[config.mk]
export PLATFORM = sky130hd
export DESIGN_NAME = core_hold_ctl
export DESIGN_NICKNAME = d
export VERILOG_FILES = /design/src/logic/core_ctl_pkg.sv /design/src/logic/core_hold_ctl.sv
export SDC_FILE = /design/constraint.sdc
export NUM_CORES = 1
export LEC_CHECK = 0
export BUFFER_PORTS_ARGS = -buffer_cell sky130_fd_sc_hd__clkbuf_2
export CAP_MARGIN = 10
export CORE_UTILIZATION = 53
export CTS_CLUSTER_DIAMETER = 60
export DETAILED_ROUTE_END_ITERATION = 8
export PLACE_DENSITY = 0.78
export SLEW_MARGIN = 5
export SYNTH_ARGS = -nofsm -noshare
export SYNTH_HDL_FRONTEND = slang
export SYNTH_SLANG_ARGS = --single-unit
[constraint.sdc]
create_clock -name clk_sys -period 1.9 [get_ports clk_sys]
set_clock_uncertainty 0.05 [all_clocks]
set_input_delay 0.285 -clock clk_sys [delete_from_list [all_inputs] [get_ports clk_sys]]
set_output_delay 0.285 -clock clk_sys [all_outputs]
set_load 0.01 [all_outputs]
[src/logic/core_ctl_pkg.sv]
// Purpose: Shared constants and types for the pipeline hold/prefix control
// Assumes: Single 10 MHz clock, synchronous active-high reset
// Notes:   Bus status encodings are plain choices held here once
package core_ctl_pkg;

    // ------------------------------------------------------------------
    // Widths and limits
    // ------------------------------------------------------------------
    localparam int ADDR_W       = 20;
    localparam int DATA_W       = 16;
    localparam int MAX_PREFIX   = 7;
    localparam int PFX_CNT_W    = 4;
    localparam int PIPE_DEPTH   = 3;

    // ------------------------------------------------------------------
    // Bus status codes, bit 3 marks I/O cycles
    // ------------------------------------------------------------------
    localparam logic [3:0] BS_IDLE    = 4'hF;
    localparam logic [3:0] BS_MEM_RD  = 4'h1;
    localparam logic [3:0] BS_MEM_WR  = 4'h2;
    localparam logic [3:0] BS_IO_RD   = 4'h9;
    localparam logic [3:0] BS_IO_WR   = 4'hA;
    localparam logic [3:0] BS_INTA    = 4'h4;
    localparam int         BS_IO_BIT  = 3;

    // ------------------------------------------------------------------
    // Reset values
    // ------------------------------------------------------------------
    localparam logic [ADDR_W-1:0] ADDR_RST = 20'h00000;
    localparam logic [DATA_W-1:0] DATA_RST = 16'h0000;

    // Kinds of bus request from the execution pipeline
    typedef enum logic [1:0] {
        REQ_MEM_RD,
        REQ_MEM_WR,
        REQ_IO_RD,
        REQ_IO_WR
    } req_kind_e;

    // One bus request from the pipeline
    typedef struct packed {
        req_kind_e           kind;
        logic [ADDR_W-1:0]   addr;
        logic [DATA_W-1:0]   wdata;
        logic                word;
        logic                locked;
    } bus_req_s;

    // Decoded instruction summary from the pipeline
    typedef struct packed {
        logic                   valid;
        logic [PFX_CNT_W-1:0]   prefixes;
        logic                   lock_pfx;
        logic                   accesses_bus;
        logic                   legacy_op;
    } instr_info_s;

endpackage : core_ctl_pkg

[src/logic/core_hold_ctl.sv]
// Purpose: Bus cycle, hold, prefix and interrupt control of the core
// Assumes: Pipeline supplies requests and decoded instruction summaries
// Notes:   Each bus cycle takes one clock; odd words split in two cycles
//
// Function
// - Grant hold under lock prefix when the instruction makes no bus access.
// - Never grant hold between the two halves of an odd-address word.
// - Leaving hold in standby emits no status; status stays idle.
// - Accept up to seven prefixes, redundant ones too, and execute correctly.
// - Legacy unsupported opcodes give undefined results, not legacy behaviour.
// - Interrupts may wait for in-flight instructions; I/O-tied ones do not.
// - Status bit three separates I/O cycles from memory cycles.
// - One clock per bus cycle, 20-bit address, separate 16-bit data buses.
`timescale 1ns/100ps
module core_hold_ctl
    import core_ctl_pkg::*;
#(
    parameter int PIPE_STAGES = PIPE_DEPTH
) (
    // Clock and reset
    input  wire logic               clk_sys,
    input  wire logic               srst,
    // Pipeline request side
    input  wire bus_req_s           req,
    input  wire logic               req_valid,
    output      logic               req_ready,
    input  wire instr_info_s        instr,
    input  wire logic               instr_done,
    input  wire logic               standby,
    // Interrupt side
    input  wire logic               irq,
    input  wire logic               irq_io_tied,
    output      logic               irq_ack,
    output      logic               undef_op,
    output      logic               prefix_ok,
    // External bus
    output      logic [ADDR_W-1:0]  bus_addr,
    output      logic [DATA_W-1:0]  bus_dout,
    input  wire logic [DATA_W-1:0]  bus_din,
    output      logic [3:0]         bus_status,
    output      logic               bus_lock_out_n,
    output      logic               bus_ube_n,
    output      logic [DATA_W-1:0]  rdata,
    output      logic               rdata_valid,
    // Hold handshake
    input  wire logic               hold_req,
    output      logic               hold_ack
);

    // Wait counter is four bits wide; refuse depths it cannot count
    // at elaboration rather than wrap silently at run time
    if (PIPE_STAGES < 1 || PIPE_STAGES > 15) begin : g_stage_check
        $error("PIPE_STAGES out of range");
    end

    typedef enum logic [1:0] {ST_IDLE, ST_SECOND, ST_HOLD} bus_st_e;

    // Sequencer state, split word copy and interrupt wait counter
    bus_st_e           st_q;
    logic [7:0]        hi_byte_q;
    bus_req_s          split_q;
    logic [3:0]        irq_wait_q;
    logic              irq_pend_q;
    logic              join_q;

    // Status code for a request kind; bit 3 set for I/O cycles
    function automatic logic [3:0] status_of(input req_kind_e k);
        case (k)
            REQ_MEM_RD: status_of = BS_MEM_RD;
            REQ_MEM_WR: status_of = BS_MEM_WR;
            REQ_IO_RD:  status_of = BS_IO_RD;
            default:    status_of = BS_IO_WR;
        endcase
    endfunction : status_of

    // ------------------------------------------------------------------
    // Bus cycle sequencing
    // ------------------------------------------------------------------
    logic odd_word;
    logic lock_ok;
    assign odd_word = req.word && req.addr[0];
    // Lock only asserts when the locked instruction really uses the bus
    assign lock_ok  = req.locked && instr.accesses_bus;

    // Bus sequencer: one cycle per clock, split odd words, hold at boundary
    // Hold and cycle outputs change on one edge, never inside a cycle
    always_ff @(posedge clk_sys) begin
        if (srst) begin
            st_q           <= ST_IDLE;
            bus_addr       <= ADDR_RST;
            bus_dout       <= DATA_RST;
            bus_status     <= BS_IDLE;
            bus_lock_out_n <= 1'b1;
            bus_ube_n      <= 1'b1;
            hold_ack       <= 1'b0;
            req_ready      <= 1'b0;
            split_q        <= '0;
        end else begin
            req_ready  <= 1'b0;
            bus_status <= BS_IDLE;
            case (st_q)
                ST_IDLE: begin
                    // Hold wins at a boundary unless a locked access runs
                    if (hold_req && !(req_valid && lock_ok)) begin
                        st_q     <= ST_HOLD;
                        hold_ack <= 1'b1;
                        bus_lock_out_n <= 1'b1;
                    end else if (req_valid && !req_ready && !standby) begin
                        // A set req_ready means the valid seen now belongs
                        // to the request just finished; standby issues none
                        bus_addr       <= req.addr;
                        bus_status     <= status_of(req.kind);
                        bus_lock_out_n <= !lock_ok;
                        if (odd_word) begin
                            // Low byte first, on upper lane of odd address
                            bus_dout  <= {req.wdata[7:0], 8'h00};
                            bus_ube_n <= 1'b0;
                            split_q   <= req;
                            st_q      <= ST_SECOND;
                        end else begin
                            bus_dout  <= req.wdata;
                            bus_ube_n <= !(req.word || req.addr[0]);
                            req_ready <= 1'b1;
                        end
                    end else begin
                        bus_lock_out_n <= 1'b1;
                    end
                end
                ST_SECOND: begin
                    // Second half always follows; hold waits until done
                    bus_addr   <= split_q.addr + 20'h00001;
                    bus_dout   <= {8'h00, split_q.wdata[15:8]};
                    bus_ube_n  <= 1'b1;
                    bus_status <= status_of(split_q.kind);
                    req_ready  <= 1'b1;
                    st_q       <= ST_IDLE;
                end
                ST_HOLD: begin
                    // No cycle starts while granted; release shows idle
                    bus_status <= BS_IDLE;
                    if (!hold_req) begin
                        hold_ack <= 1'b0;
                        st_q     <= ST_IDLE;
                    end
                end
                default: st_q <= ST_IDLE;
            endcase
            // Standby keeps status idle, also on return from hold, except for the second half of a split word
            if (standby && st_q != ST_SECOND)
                bus_status <= BS_IDLE;
        end
    end

    // ------------------------------------------------------------------
    // Read data assembly
    // ------------------------------------------------------------------
    // Collect read data; the second half of an odd word joins two bytes
    always_ff @(posedge clk_sys) begin
        if (srst) begin
            hi_byte_q   <= 8'h00;
            join_q      <= 1'b0;
            rdata       <= DATA_RST;
            rdata_valid <= 1'b0;
        end else begin
            rdata_valid <= 1'b0;
            // Marks the cycle that follows the first half of a split word
            join_q      <= (st_q == ST_SECOND);
            if (st_q == ST_SECOND) begin
                // First half comes on the upper lane: low byte of the word
                hi_byte_q <= bus_din[15:8];
            end else if (bus_status == BS_MEM_RD
                         || bus_status == BS_IO_RD) begin
                rdata_valid <= 1'b1;
                rdata <= join_q ? {bus_din[7:0], hi_byte_q} : bus_din;
            end
        end
    end

    // ------------------------------------------------------------------
    // Decode checks
    // ------------------------------------------------------------------
    // Prefix count check and unsupported opcode flag
    // Over-long prefix runs are a software fault; the flag only reports it
    always_ff @(posedge clk_sys) begin
        if (srst) begin
            prefix_ok <= 1'b1;
            undef_op  <= 1'b0;
        end else if (instr.valid) begin
            prefix_ok <= instr.prefixes <= PFX_CNT_W'(MAX_PREFIX);
            undef_op  <= instr.legacy_op;
        end
    end

    // ------------------------------------------------------------------
    // Interrupt acknowledge latency
    // ------------------------------------------------------------------
    // Pending interrupt waits for in-flight instructions unless I/O-tied
    // I/O-tied requests retire with their own cycle, so they skip the wait
    always_ff @(posedge clk_sys) begin
        if (srst) begin
            irq_pend_q <= 1'b0;
            irq_wait_q <= 4'h0;
            irq_ack    <= 1'b0;
        end else begin
            irq_ack <= 1'b0;
            if (irq && !irq_pend_q && !irq_ack) begin
                irq_pend_q <= 1'b1;
                irq_wait_q <= irq_io_tied ? 4'h0 : 4'(PIPE_STAGES);
            end else if (irq_pend_q) begin
                if (irq_wait_q == 4'h0) begin
                    irq_ack    <= 1'b1;
                    irq_pend_q <= 1'b0;
                end else if (instr_done) begin
                    irq_wait_q <= irq_wait_q - 4'h1;
                end
            end
        end
    end

endmodule : core_hold_ctl

# Word-level counts from Yosys, hierarchy flattened
# Cells that the tools add are included.
[totals]
elab_cells = 118
regBits = 118
out_inout_bits = 64
in_bits = 72
[classes]
n_lt_le_gt_ge = 1
n_reduce_logical = 35
n_mux = 41
n_addsub = 2
n_eq_ne = 16
bitwise_logic = 3
[ops]
columns = ["op", "n"]
rows = [
  ["two-way mux 16 bit", 4],
  ["two-way mux 20 bit", 2],
  ["one-hot mux 20 bit (2 select lines)", 1],
  ["one-hot mux 16 bit (2 select lines)", 1],
  ["two-way mux 4 bit", 6],
  ["one-hot mux 4 bit (3 select lines)", 2],
  ["adder 20 x 1 -> 20 bit, second input constant", 1],
  ["two-way mux 1 bit", 15],
  ["AND reduction 3 bit", 4],
  ["two-way mux 2 bit", 5],
  ["!= test 2 bit, second input constant", 5],
  ["logical AND 1 bit", 9],
  ["one-hot mux 4 bit (2 select lines)", 1],
  ["nonzero test 2 bit", 4],
  ["logical NOT 1 bit", 7],
  ["equality test 2 x 1 -> 1 bit, second input constant", 3],
  ["equality test 2 bit, second input constant", 3],
  ["logical NOT 2 bit", 3],
  ["!= test 3 bit, second input constant", 2],
  ["one-hot mux 1 bit (2 select lines)", 3],
  ["equality test 4 x 1 -> 1 bit, second input constant", 1],
  ["equality test 4 bit, second input constant", 1],
  ["<= comparator 4 x 3 -> 1 bit, second input constant", 1],
  ["logical NOT 4 bit", 1],
  ["other kinds (9)", 13],
]

# Logic depth before layout (Yosys ltp)
# Gate-level depths: netlist of the first run.
[depth]
word_depth = 6
mapped_depth = 7
depth_no_buf = 6

# Worst setup path after synthesis of the first run
# OpenSTA, ideal clock, no wires.
[synth_timing]
kind = "reg2reg"
startpoint = "register req_ready"
endpoint = "register bus_dout[13]"
t_arrival_ns = 1.543
required_ns = 1.747
synth_period_minus_slack_ns = 1.696
n_path_buf = 1
setup_slack_ns = 0.204
path_stages_with_launch = 6
setup_ns = 0.103
path_cell_list = "dfxtp_1 -> or4b_4 -> nor2_8 -> buf_6 -> nor2_1 -> a2111oi_2"
[synth_between]
elab_chain_cells = 5
[synth_rtl]
columns = ["element", "line_no", "text"]
rows = [
  ["start, declared", "core_hold_ctl.sv:26", "output logic req_ready,"],
  ["start signal, assigned", "core_hold_ctl.sv:96", "req_ready <= 1'b0;"],
  ["start signal, assigned", "core_hold_ctl.sv:99", "req_ready <= 1'b0;"],
  ["start signal, assigned", "core_hold_ctl.sv:123", "req_ready <= 1'b1;"],
  ["logical NOT 1 bit", "core_hold_ctl.sv:108", "end else if (req_valid && !req_ready && !standby) begin"],
  ["logical AND 1 bit (2 in series)", "core_hold_ctl.sv:108", ""],
  ["!= test 2 bit (no source line)", "--", ""],
  ["AND reduction 3 bit (no source line)", "--", ""],
  ["end signal, assigned", "core_hold_ctl.sv:116", "bus_dout <= {req.wdata[7:0], 8'h00};"],
  ["end signal, assigned", "core_hold_ctl.sv:121", "bus_dout <= req.wdata;"],
  ["end signal, assigned", "core_hold_ctl.sv:132", "bus_dout <= {8'h00, split_q.wdata[15:8]};"],
  ["end, declared", "core_hold_ctl.sv:38", "output logic [DATA_W-1:0] bus_dout,"],
]
# Every way passes these cells.
# A chain may end at the register's enable or synchronous reset.

# Final worst setup path of the first run
[layout_timing]
startpoint = "register st_q[1]"
endpoint = "register bus_dout[15]"
[layout_between]
elab_chain_cells = 3
elab_cells_between_ends = 7
cone_classes = "3 x eq/ne; 1 x mux; 3 x reduce/logical"
[layout_rtl]
columns = ["element", "line_no", "text"]
rows = [
  ["start, declared", "core_hold_ctl.sv:59", "bus_st_e st_q;"],
  ["start signal, assigned", "core_hold_ctl.sv:89", "st_q <= ST_IDLE;"],
  ["start signal, assigned", "core_hold_ctl.sv:105", "st_q <= ST_HOLD;"],
  ["start signal, assigned", "core_hold_ctl.sv:119", "st_q <= ST_SECOND;"],
  ["equality test 2 x 1 -> 1 bit / logical NOT 2 bit (equally long branches)", "core_hold_ctl.sv:101", "case (st_q)"],
  ["nonzero test 2 bit (no source line) / != test 2 bit (equally long branches)", "--", ""],
  ["AND reduction 3 bit (no source line)", "--", ""],
]
# Parallel ways exist; a longest one is shown, timed or not.

==> results of run 1 <==
-- worst max path at each step --
stage / depth (start not counted) / endpoint / from
2_1_floorplan: 5 / bus_dout[13] / req_ready
3_3_place_gp: 5 / bus_dout[6] / st_q[0]
3_5_place_dp: 6 / bus_dout[9] / standby
4_1_cts: 4 / bus_addr[6] / st_q[0]
5_1_grt: 6 / irq_wait_q[1] / irq_wait_q[0]
6_report: 5 / bus_dout[15] / st_q[1]
-- area by class of cell --
class | count | share of cell area
clock inverters | 7 | 0.00925
well taps | 129 | 0.0254
flip-flops and latches | 110 | 0.347
inverters | 15 | 0.00886
multi-input cells | 445 | 0.433
repair buffers | 169 | 0.157
clock buffers | 9 | 0.0195
-- state kept, by name (all words and copies together), names as in the netlist, 2 cells and up --
name,count
bus_addr,20
irq_wait_q,4
split_q,30
bus_status,4
hi_byte_q,8
bus_dout,16
rdata,16
st_q,2
-- per-layer routing --
| metal | vias up | global-route usage | share of wire |
|---|---|---|---|
| li1 | 2476 | - | - |
| met1 | 2374 | 0.380 | 0.44 |
| met2 | 225 | 0.452 | 0.47 |
| met3 | 30 | 0.0305 | 0.064 |
| met4 | 0 | 0.106 | 0.025 |
| met5 | - | 0 | 0 |
-- Yosys cell counts, drive strengths merged, types with 3 or more instances --
library cell	count	area share
a2111oi	14	0.027
a211oi	24	0.035
a21boi	3	0.0051
a21o	3	0.0044
a21oi	50	0.049
a311oi	4	0.0068
a31oi	5	0.0061
a32oi	3	0.0051
and2	5	0.0061
and3	7	0.0085
buf	21	0.021
clkbuf	25	0.018
dfxtp	110	0.43
inv	15	0.011
mux2i	30	0.058
nand2	92	0.067
nand2b	6	0.0073
nand3	17	0.017
nand4	8	0.0097
nor2	60	0.047
nor2b	17	0.021
nor3	14	0.014
nor3b	6	0.011
nor4	5	0.0073
o211ai	3	0.0044
o21ai	16	0.016
or3	7	0.0085
or4	4	0.0058
xor2	3	0.0051
-- through the flow --
stage / hold WS (ns) / setup WS, ns / cell area, µm²
global placement: 0.392 / 0.0298 / 6090
floorplan: 0.371 / 0.204 / 5150
global route: 0.0857 / -0.000173 / 6350
detailed placement: 0.397 / -0.122 / 6090
CTS: 0.0710 / 0.0165 / 6280
finish: 0.0782 / 0.0718 / 6350
-- where the power goes --
part / switching, W / internal (W)
sequential: 0.0000584 / 0.00238
combinational: 0.000338 / 0.000280
clock: 0.000849 / 0.000497
-- worst max-delay path, cell delays in order (launching register included) --
cell and delay (ns):
dfxtp_1 0.36, or4b_4 0.59, nor2_8 0.14, buf_12 0.15, nor2_1 0.06, a2111oi_2 0.36
-- logic make-up after synthesis --
group / after synthesis
simple gates: 258
xor+xnor: 5
compound gates: 149
flops: 110
buf+inv: 61
fa+ha+maj: 2
mux: 31
-- repair_timing --
action	in CTS	in global routing
endpoints found under the setup margin	1	36
hold buffers	0	0
gates cloned	0	1
resized for setup	2	15
pin swaps	0	0
==> out/qor.csv, run 1 <==
metric;value;unit
status;finished, final reports clean;
EDFF count, synth;0;
Ys Warns;0;
worst slew pin tran;0.654;ns
Hold Crit Depth;3;
maximum clock frequency;0.547;GHz
die width;101;µm
Nets;824;
Worst Hold Path EP;split_q[35];
Fin. Hold Viols;0;
clock latency on the worst-skew pair;0.37;ns
maximum clock path buffer count;2;
fraction of layout cells with a size suffix above 1;0.279;
GRT Util Overall;0.278;
Mapped Area;0.00515;mm²
flop2flop setup slack;0.07;ns
syn_area_per_cell;8.36;µm²
most common cell after layout, fill and taps aside;clkbuf_2;
Setup violations, final;0;
Setup TNS;0;ns
post-synthesis sequential area ratio;0.427;
Required @ worst endpoint;2.11;ns
Detailed Route Iter0 Violations;278;
crit path time final;1.83;ns
commonest cells after routing, fill and taps aside;130 x clkbuf_2, 108 x dfxtp_1, 92 x nand2_1;
row count;35;
reg2reg end;bus_dout[15];
PortBufs;131;
Synth Area in Compound Gates;0.200;
detailed placement HPWL;9900;µm
Hold Path Class;input port to flip-flop;
critical path peak fanout;14;
flops & latches, synth;110;
initial antenna violation count;0;
Synth Area in Simple Gates;0.249;
Register Area;0.00220;mm²
DR WL/cell;15.8;µm
total power;0.00441;W
Vias/cell;5.77;
Mapped Cells;616;
DRC;0;
gr ovfl total;0;
multiplexer area fraction after synthesis;0.0605;
H-tree Lvls;3;
first-pass GRT wire length;22400;µm
core area;0.00933;mm²
Layout area overhead;23.3;%
Placer Congestion;0.843;
RR Startpoint;st_q[1];
final core utilization;0.681;
CP Data Arrival Time;2.04;ns
Max-slew headroom;0.564;
largest net degree at the start of global routing;63;
fin crit share;0.962;
Max Cap Viol;0;
Total Wirelength;13900;µm
Placed Instances;867;
DIE HEIGHT;101;µm
fillers;786;
XOR/XNOR share of the synthesized area;0.00850;
startpoint types;flip-flop;
effective utilization at floorplan;0.552;
setup repair bufs after CTS;0;
n_diodes;0;
pwr/cell area;693;mW/mm²
Pre-antenna DRT Iters;5;
final std cells w/o fill;884;
Post-Synth Adder-Cell Area;0.00486;
worst vdd ir;0.396;mV
largest family of logic cells by synthesized area;simple AND/OR/NAND/NOR gates;
Most used DFF post-synth;dfxtp_1;
syn nets;690;
Ports;136;
CTS tree;yes;
Worst Hold Launch;req[35];
via count;5105;
leakage;2.44;nW
asr flop ratio synth;0;
FF-to-FF path depth;5;
Synth cell types;65;
Crit. End Element;flip-flop;
CTS clk-pin slew, worst paths;0.11;ns
antenna viol nets, final;0;
Num Clock Sinks;110;
vias in the first global route;4704;
Final Max Tran Viols;0;
clock root buffer;clkbuf_8;
total CTS buffers;9;
die area;0.0101;mm²
crit path kind;flip-flop to flip-flop;
area of the multi-input gates;0.00275;mm²
Note: power is estimated with default switching activity, not from simulation.
==> run 2, diff against run 1 <==
Settings changed: CORE_MARGIN from default to 1.5.
==> run 2 against run 1 <==
  * Cell area is essentially flat
  * Non-clock buffer count shrank 1
  * Utilization is essentially flat
  * Combinational power shrank 0.8%
  * Clock-buffer cell count grew 1
  * Final cell count grew 0.11%
  * Global-route usage grew 0.27 points
  * Critical path depth shrank 1
  * First-iteration DRC count grew 4.7%
  * Critical endpoint is now bus_addr[18]
  * Sequential cell count is the same
  * Largest power group unchanged
  * Largest cell class unchanged
  * Sequential share of layout area is essentially flat
==> out/qor.csv, run 2 (synthesis results as in run 1) <==
metric;value;unit
status;finished, final reports clean;
Total Wirelength;14200;µm
Register Area;0.00221;mm²
worst slew pin tran;0.691;ns
CTS tree;yes;
slowest stage cell on the critical path;or4b_4;
final setup margin;0.0300;ns
Hold Path Class;input port to flip-flop;
commonest cells after routing, fill and taps aside;130 x clkbuf_2, 107 x dfxtp_1, 92 x nand2_1;
fraction of layout cells with a size suffix above 1;0.275;
die width;102;µm
crit path cell chain;or4b_4, nor2_4, a222oi_1, o221ai_1;
fillers;787;
Final Max Tran Viols;0;
via count;5146;
leakage;2.45;nW
clock latency on the worst-skew pair;0.37;ns
Placer Congestion;0.916;
detailed placement HPWL;9850;µm
combinational share of power;0.134;
Vias/cell;5.81;
clock share of power;0.330;
antenna viol nets, final;0;
Max Cap Viol;0;
Sw Ratio;0.270;
Num Clock Sinks;110;
CTS clk-pin slew, worst paths;0.11;ns
FF-to-FF path depth;4;
total power;0.00456;W
total CTS buffers;9;
RR Startpoint;st_q[1];
pwr/cell area;717;mW/mm²
vias in the first global route;4845;
area of the multi-input gates;0.00274;mm²
Setup TNS;0;ns
Nets;825;
Sequential Power Share;0.535;
crit path time final;1.87;ns
GRT Util Overall;0.281;
Required @ worst endpoint;2.15;ns
DIE HEIGHT;102;µm
Biggest register;split_q;
largest registers;split_q x30, bus_addr x20;
design area;0.00636;mm²
DRC;0;
die area;0.0103;mm²
placed cell area;0.00608;mm²
Fin. Hold Viols;0;
Max-slew headroom;0.528;
effective utilization at floorplan;0.552;
CP Data Arrival Time;2.12;ns
Pre-antenna DRT Iters;7;
PortBufs;131;
Setup violations, final;0;
final core utilization;0.681;
Critical Path Start;st_q[1];
largest net degree at the start of global routing;68;
max reg flops;30;
maximum clock frequency;0.535;GHz
initial antenna violation count;0;
P_sw;0.00123;W
n_diodes;0;
worst vdd ir;0.379;mV
core area;0.00933;mm²
fin crit share;0.984;
cell internal pwr;0.00333;W
H-tree Lvls;3;
startpoint types;flip-flop;
CTS Hold Buffers Added;0;
first-pass GRT wire length;22900;µm
flop2flop setup slack;0.03;ns
pre-CTS WS;-0.0999;ns
Crit. End Element;flip-flop;
crit path kind;flip-flop to flip-flop;
maximum clock path buffer count;2;
Detailed Route Iter0 Violations;291;
critical path peak fanout;12;
Ports;136;
most common cell after layout, fill and taps aside;clkbuf_2;
Crit path largest cell delay;0.65;ns
DR WL/cell;16.1;µm
gr ovfl total;0;
row count;35;
reg2reg end;bus_addr[18];
end point of the critical path;bus_addr[18];
clock root buffer;clkbuf_8;
Layout area overhead;23.4;%
==> run 2: through the flow <==
step           cells  hold WS (ns)
2_1_floorplan    616         0.371
3_3_place_gp     865         0.392
3_5_place_dp     865         0.398
4_1_cts          882        0.0743
5_1_grt          885        0.0910
6_report         885        0.0890
==> run 2: cell type report <==
cell class                 count  area share
tap                          129      0.0254
sequential                   110       0.347
multi-input combinational    447       0.431
inverter                      15     0.00886
clock inverter                 6      0.0122
timing repair buffer         168       0.154
clock buffer                  10      0.0217
==> run 2: worst max-delay path: cells and delay by family, from the launching register on <==
family | cells | cell delay (ns)
flip-flops | 1 | 0.37
AO/OA/AOI/OAI | 2 | 0.36
AND/OR/NAND/NOR | 2 | 1.04
==> run 2: repair_timing <==
item                       CTS  global route
cloned                       1             1
pin swaps                    1             2
gates resized for setup      0            10
setup endpoints to repair    3            56
buffers inserted             0             2
hold endpoints to repair     0             0
==> run 2: worst min-delay path by stage <==
stage                     depth (start not counted)      endpoint          from
after floorplan                                   2  hi_byte_q[0]    bus_din[8]
after global placement                            2  hi_byte_q[6]  hi_byte_q[6]
after detailed placement                          2   split_q[10]   split_q[10]
after CTS                                         3  hi_byte_q[4]   bus_din[12]
after global routing                              3   split_q[31]       req[31]
final                                             3  hi_byte_q[7]   bus_din[15]
==> run 2: metal layers <==
metal	global-route usage	vias up	routed length (µm)
met4	0.144	0	359
met2	0.444	208	6640
met3	0.0435	32	1020
li1	-	2490	-
met5	0	-	0
met1	0.371	2416	6210
==> run 2: power by group through the flow <==
stage / clock [W] / sequential (W) / combinational [W]
6_report: 0.00151 / 0.00244 / 0.000613
4_1_cts: 0.00153 / 0.00244 / 0.000596
5_1_grt: 0.00162 / 0.00245 / 0.000675
3_5_place_dp: 0 / 0.00249 / 0.000587
3_3_place_gp: 0 / 0.00249 / 0.000570
2_1_floorplan: 0 / 0.00250 / 0.000318
==> run 3, diff against run 2 <==
--- a/config.mk
+++ b/config.mk
@@ -7,3 +7,3 @@
 export LEC_CHECK = 0
-export BUFFER_PORTS_ARGS = -buffer_cell sky130_fd_sc_hd__clkbuf_2
+export BUFFER_PORTS_ARGS = -buffer_cell sky130_fd_sc_hd__buf_4
 export CAP_MARGIN = 10
--- a/constraint.sdc
+++ b/constraint.sdc
@@ -4,2 +4,2 @@
 set_output_delay 0.285 -clock clk_sys [all_outputs]
-set_load 0.01 [all_outputs]
+set_load 0.005 [all_outputs]
==> run 3 against run 2 <==
  * The flow now finishes with violations (setup timing)
  * Utilization rose by 3.7 points
  * Register-to-register slack got worse by 0.04 ns
  * Global-route usage rose by 0.17 points
  * Critical path type unchanged
==> out/qor.csv, run 3 (synthesis results as in run 1) <==
metric;value;unit
most common cell after layout, fill and taps aside;buf_4;
gr ovfl total;0;
maximum clock frequency;0.525;GHz
die area;0.0103;mm²
Setup TNS;-0.00542;ns
placed cell area;0.00641;mm²
met2 WL;6950;µm
Nets;830;
n_diodes;0;
PortBufs;131;
Hold Path Class;input port to flip-flop;
RR Startpoint;st_q[1];
Required @ worst endpoint;2.11;ns
leakage;2.55;nW
fin crit share;1.00;
antenna viol nets, final;0;
Total Wirelength;14600;µm
Crit path largest cell delay;0.47;ns
first-pass GRT wire length;23200;µm
DRC;0;
Vias/cell;5.73;
pwr/cell area;657;mW/mm²
Crit. End Element;flip-flop;
commonest cells after routing, fill and taps aside;169 x buf_4, 107 x dfxtp_1, 92 x nand2_1;
Pre-antenna DRT Iters;5;
clock latency on the worst-skew pair;0.37;ns
final std cells w/o fill;889;
Layout area overhead;30.1;%
Placer Congestion;0.879;
DIE HEIGHT;102;µm
Placed Instances;868;
worst vdd ir;0.364;mV
CP Data Arrival Time;2.12;ns
Max-slew headroom;0.512;
Final Max Tran Viols;0;
effective utilization at floorplan;0.552;
Routed met1 length;6570;µm
via count;5098;
detailed placement HPWL;10300;µm
final setup margin;-0.00542;ns
GRT Util Overall;0.282;
worst slew pin tran;0.714;ns
slowest stage cell on the critical path;a2111oi_0;
DR top layer;met4;
total power;0.00441;W
pre-CTS WS;-0.0329;ns
Fin. Hold Viols;0;
crit path kind;flip-flop to flip-flop;
fillers;743;
max reg flops;30;
Num Clock Sinks;110;
fraction of layout cells with a size suffix above 1;0.283;
failing checks;setup timing;
Worst Hold Launch;req[35];
clock root buffer;clkbuf_8;
crit path cell chain;buf_12, nand2b_2, and3_1, a2111oi_0, buf_4, a211oi_1;
total CTS buffers;9;
CTS Hold Buffers Added;0;
H-tree Lvls;3;
largest net degree at the start of global routing;62;
largest registers;split_q x30, bus_addr x20;
startpoint types;flip-flop;
row count;35;
Ports;136;
critical path peak fanout;24;
CTS clk-pin slew, worst paths;0.11;ns
maximum clock path buffer count;2;
core area;0.00933;mm²
DR WL/cell;16.4;µm
initial antenna violation count;0;
die width;102;µm
Setup violations, final;1;
met3 WL post-DR;858;µm
Detailed Route Iter0 Violations;248;
vias in the first global route;4753;
Max Cap Viol;0;
Critical Path Start;st_q[1];
RSZ-0062 raised after global routing;false;
design area;0.00670;mm²
status;finished with violations;
crit path time final;1.91;ns
Biggest register;split_q;
CTS tree;yes;
[run 3: cell types whose count changed in the layout (fill, tap and decap cells not counted), sizes merged]
cell      delta
bufinv       -1
buf        +136
inv          -1
nor2         -1
clkbuf     -130
clkinvlp     +1
[run 3: path summary, 6_finish.rpt]
| kind | slack, ns | depth (start not counted) | end |
|---|---|---|---|
| setup / recovery | -0.005 | 6 | bus_dout[6] |
| setup reg to reg | -0.005 | 6 | bus_dout[6] |
| hold / removal | 0.10 | 3 | split_q[35] |
| hold reg to reg | 0.42 | 2 | hi_byte_q[6] |
[run 3: final cells by class]
class,instances,area (µm²),share of cell area
clock buffer,10,128,0.0190
clock inverter,5,43.8,0.00653
inverter,15,56.3,0.00840
multi-input combinational,446,2760,0.411
sequential,110,2210,0.329
tap,129,161,0.0241
timing repair buffer,174,1350,0.202
[run 3: report_power, final]
part	switching [W]	internal, W
logic	0.000327	0.000341
registers	0.0000614	0.00238
clock network	0.000805	0.000488
total	0.00119	0.00321
[run 3: routing by layer]
layer	up-vias	global-route usage
met5	-	0
li1	2492	-
met1	2409	0.375
met3	21	0.0386
met2	176	0.475
met4	0	0.0897
[run 3: worst max-delay path: cells and delay by family (launching register included)]
kind	cells	cell delay [ns]
AOI/OAI and AO/OA	2	0.51
and+or+nand+nor	2	0.50
DFF	1	0.35
buffers and inverters	2	0.39
[run 3: per-stage QoR]
step	utilization	hold slack [ns]
global placement	0.688	0.392
CTS	0.707	0.0911
floorplan	-	0.371
finish	0.718	0.104
global route	0.718	0.0988
detailed placement	0.688	0.398
[run 3: timing repair]
item / CTS / global route
cloned: 1 / 0
setup buffers: 0 / 5
resized for setup: 0 / 16
pin swaps: 1 / 2
setup endpoints to repair: 2 / 17
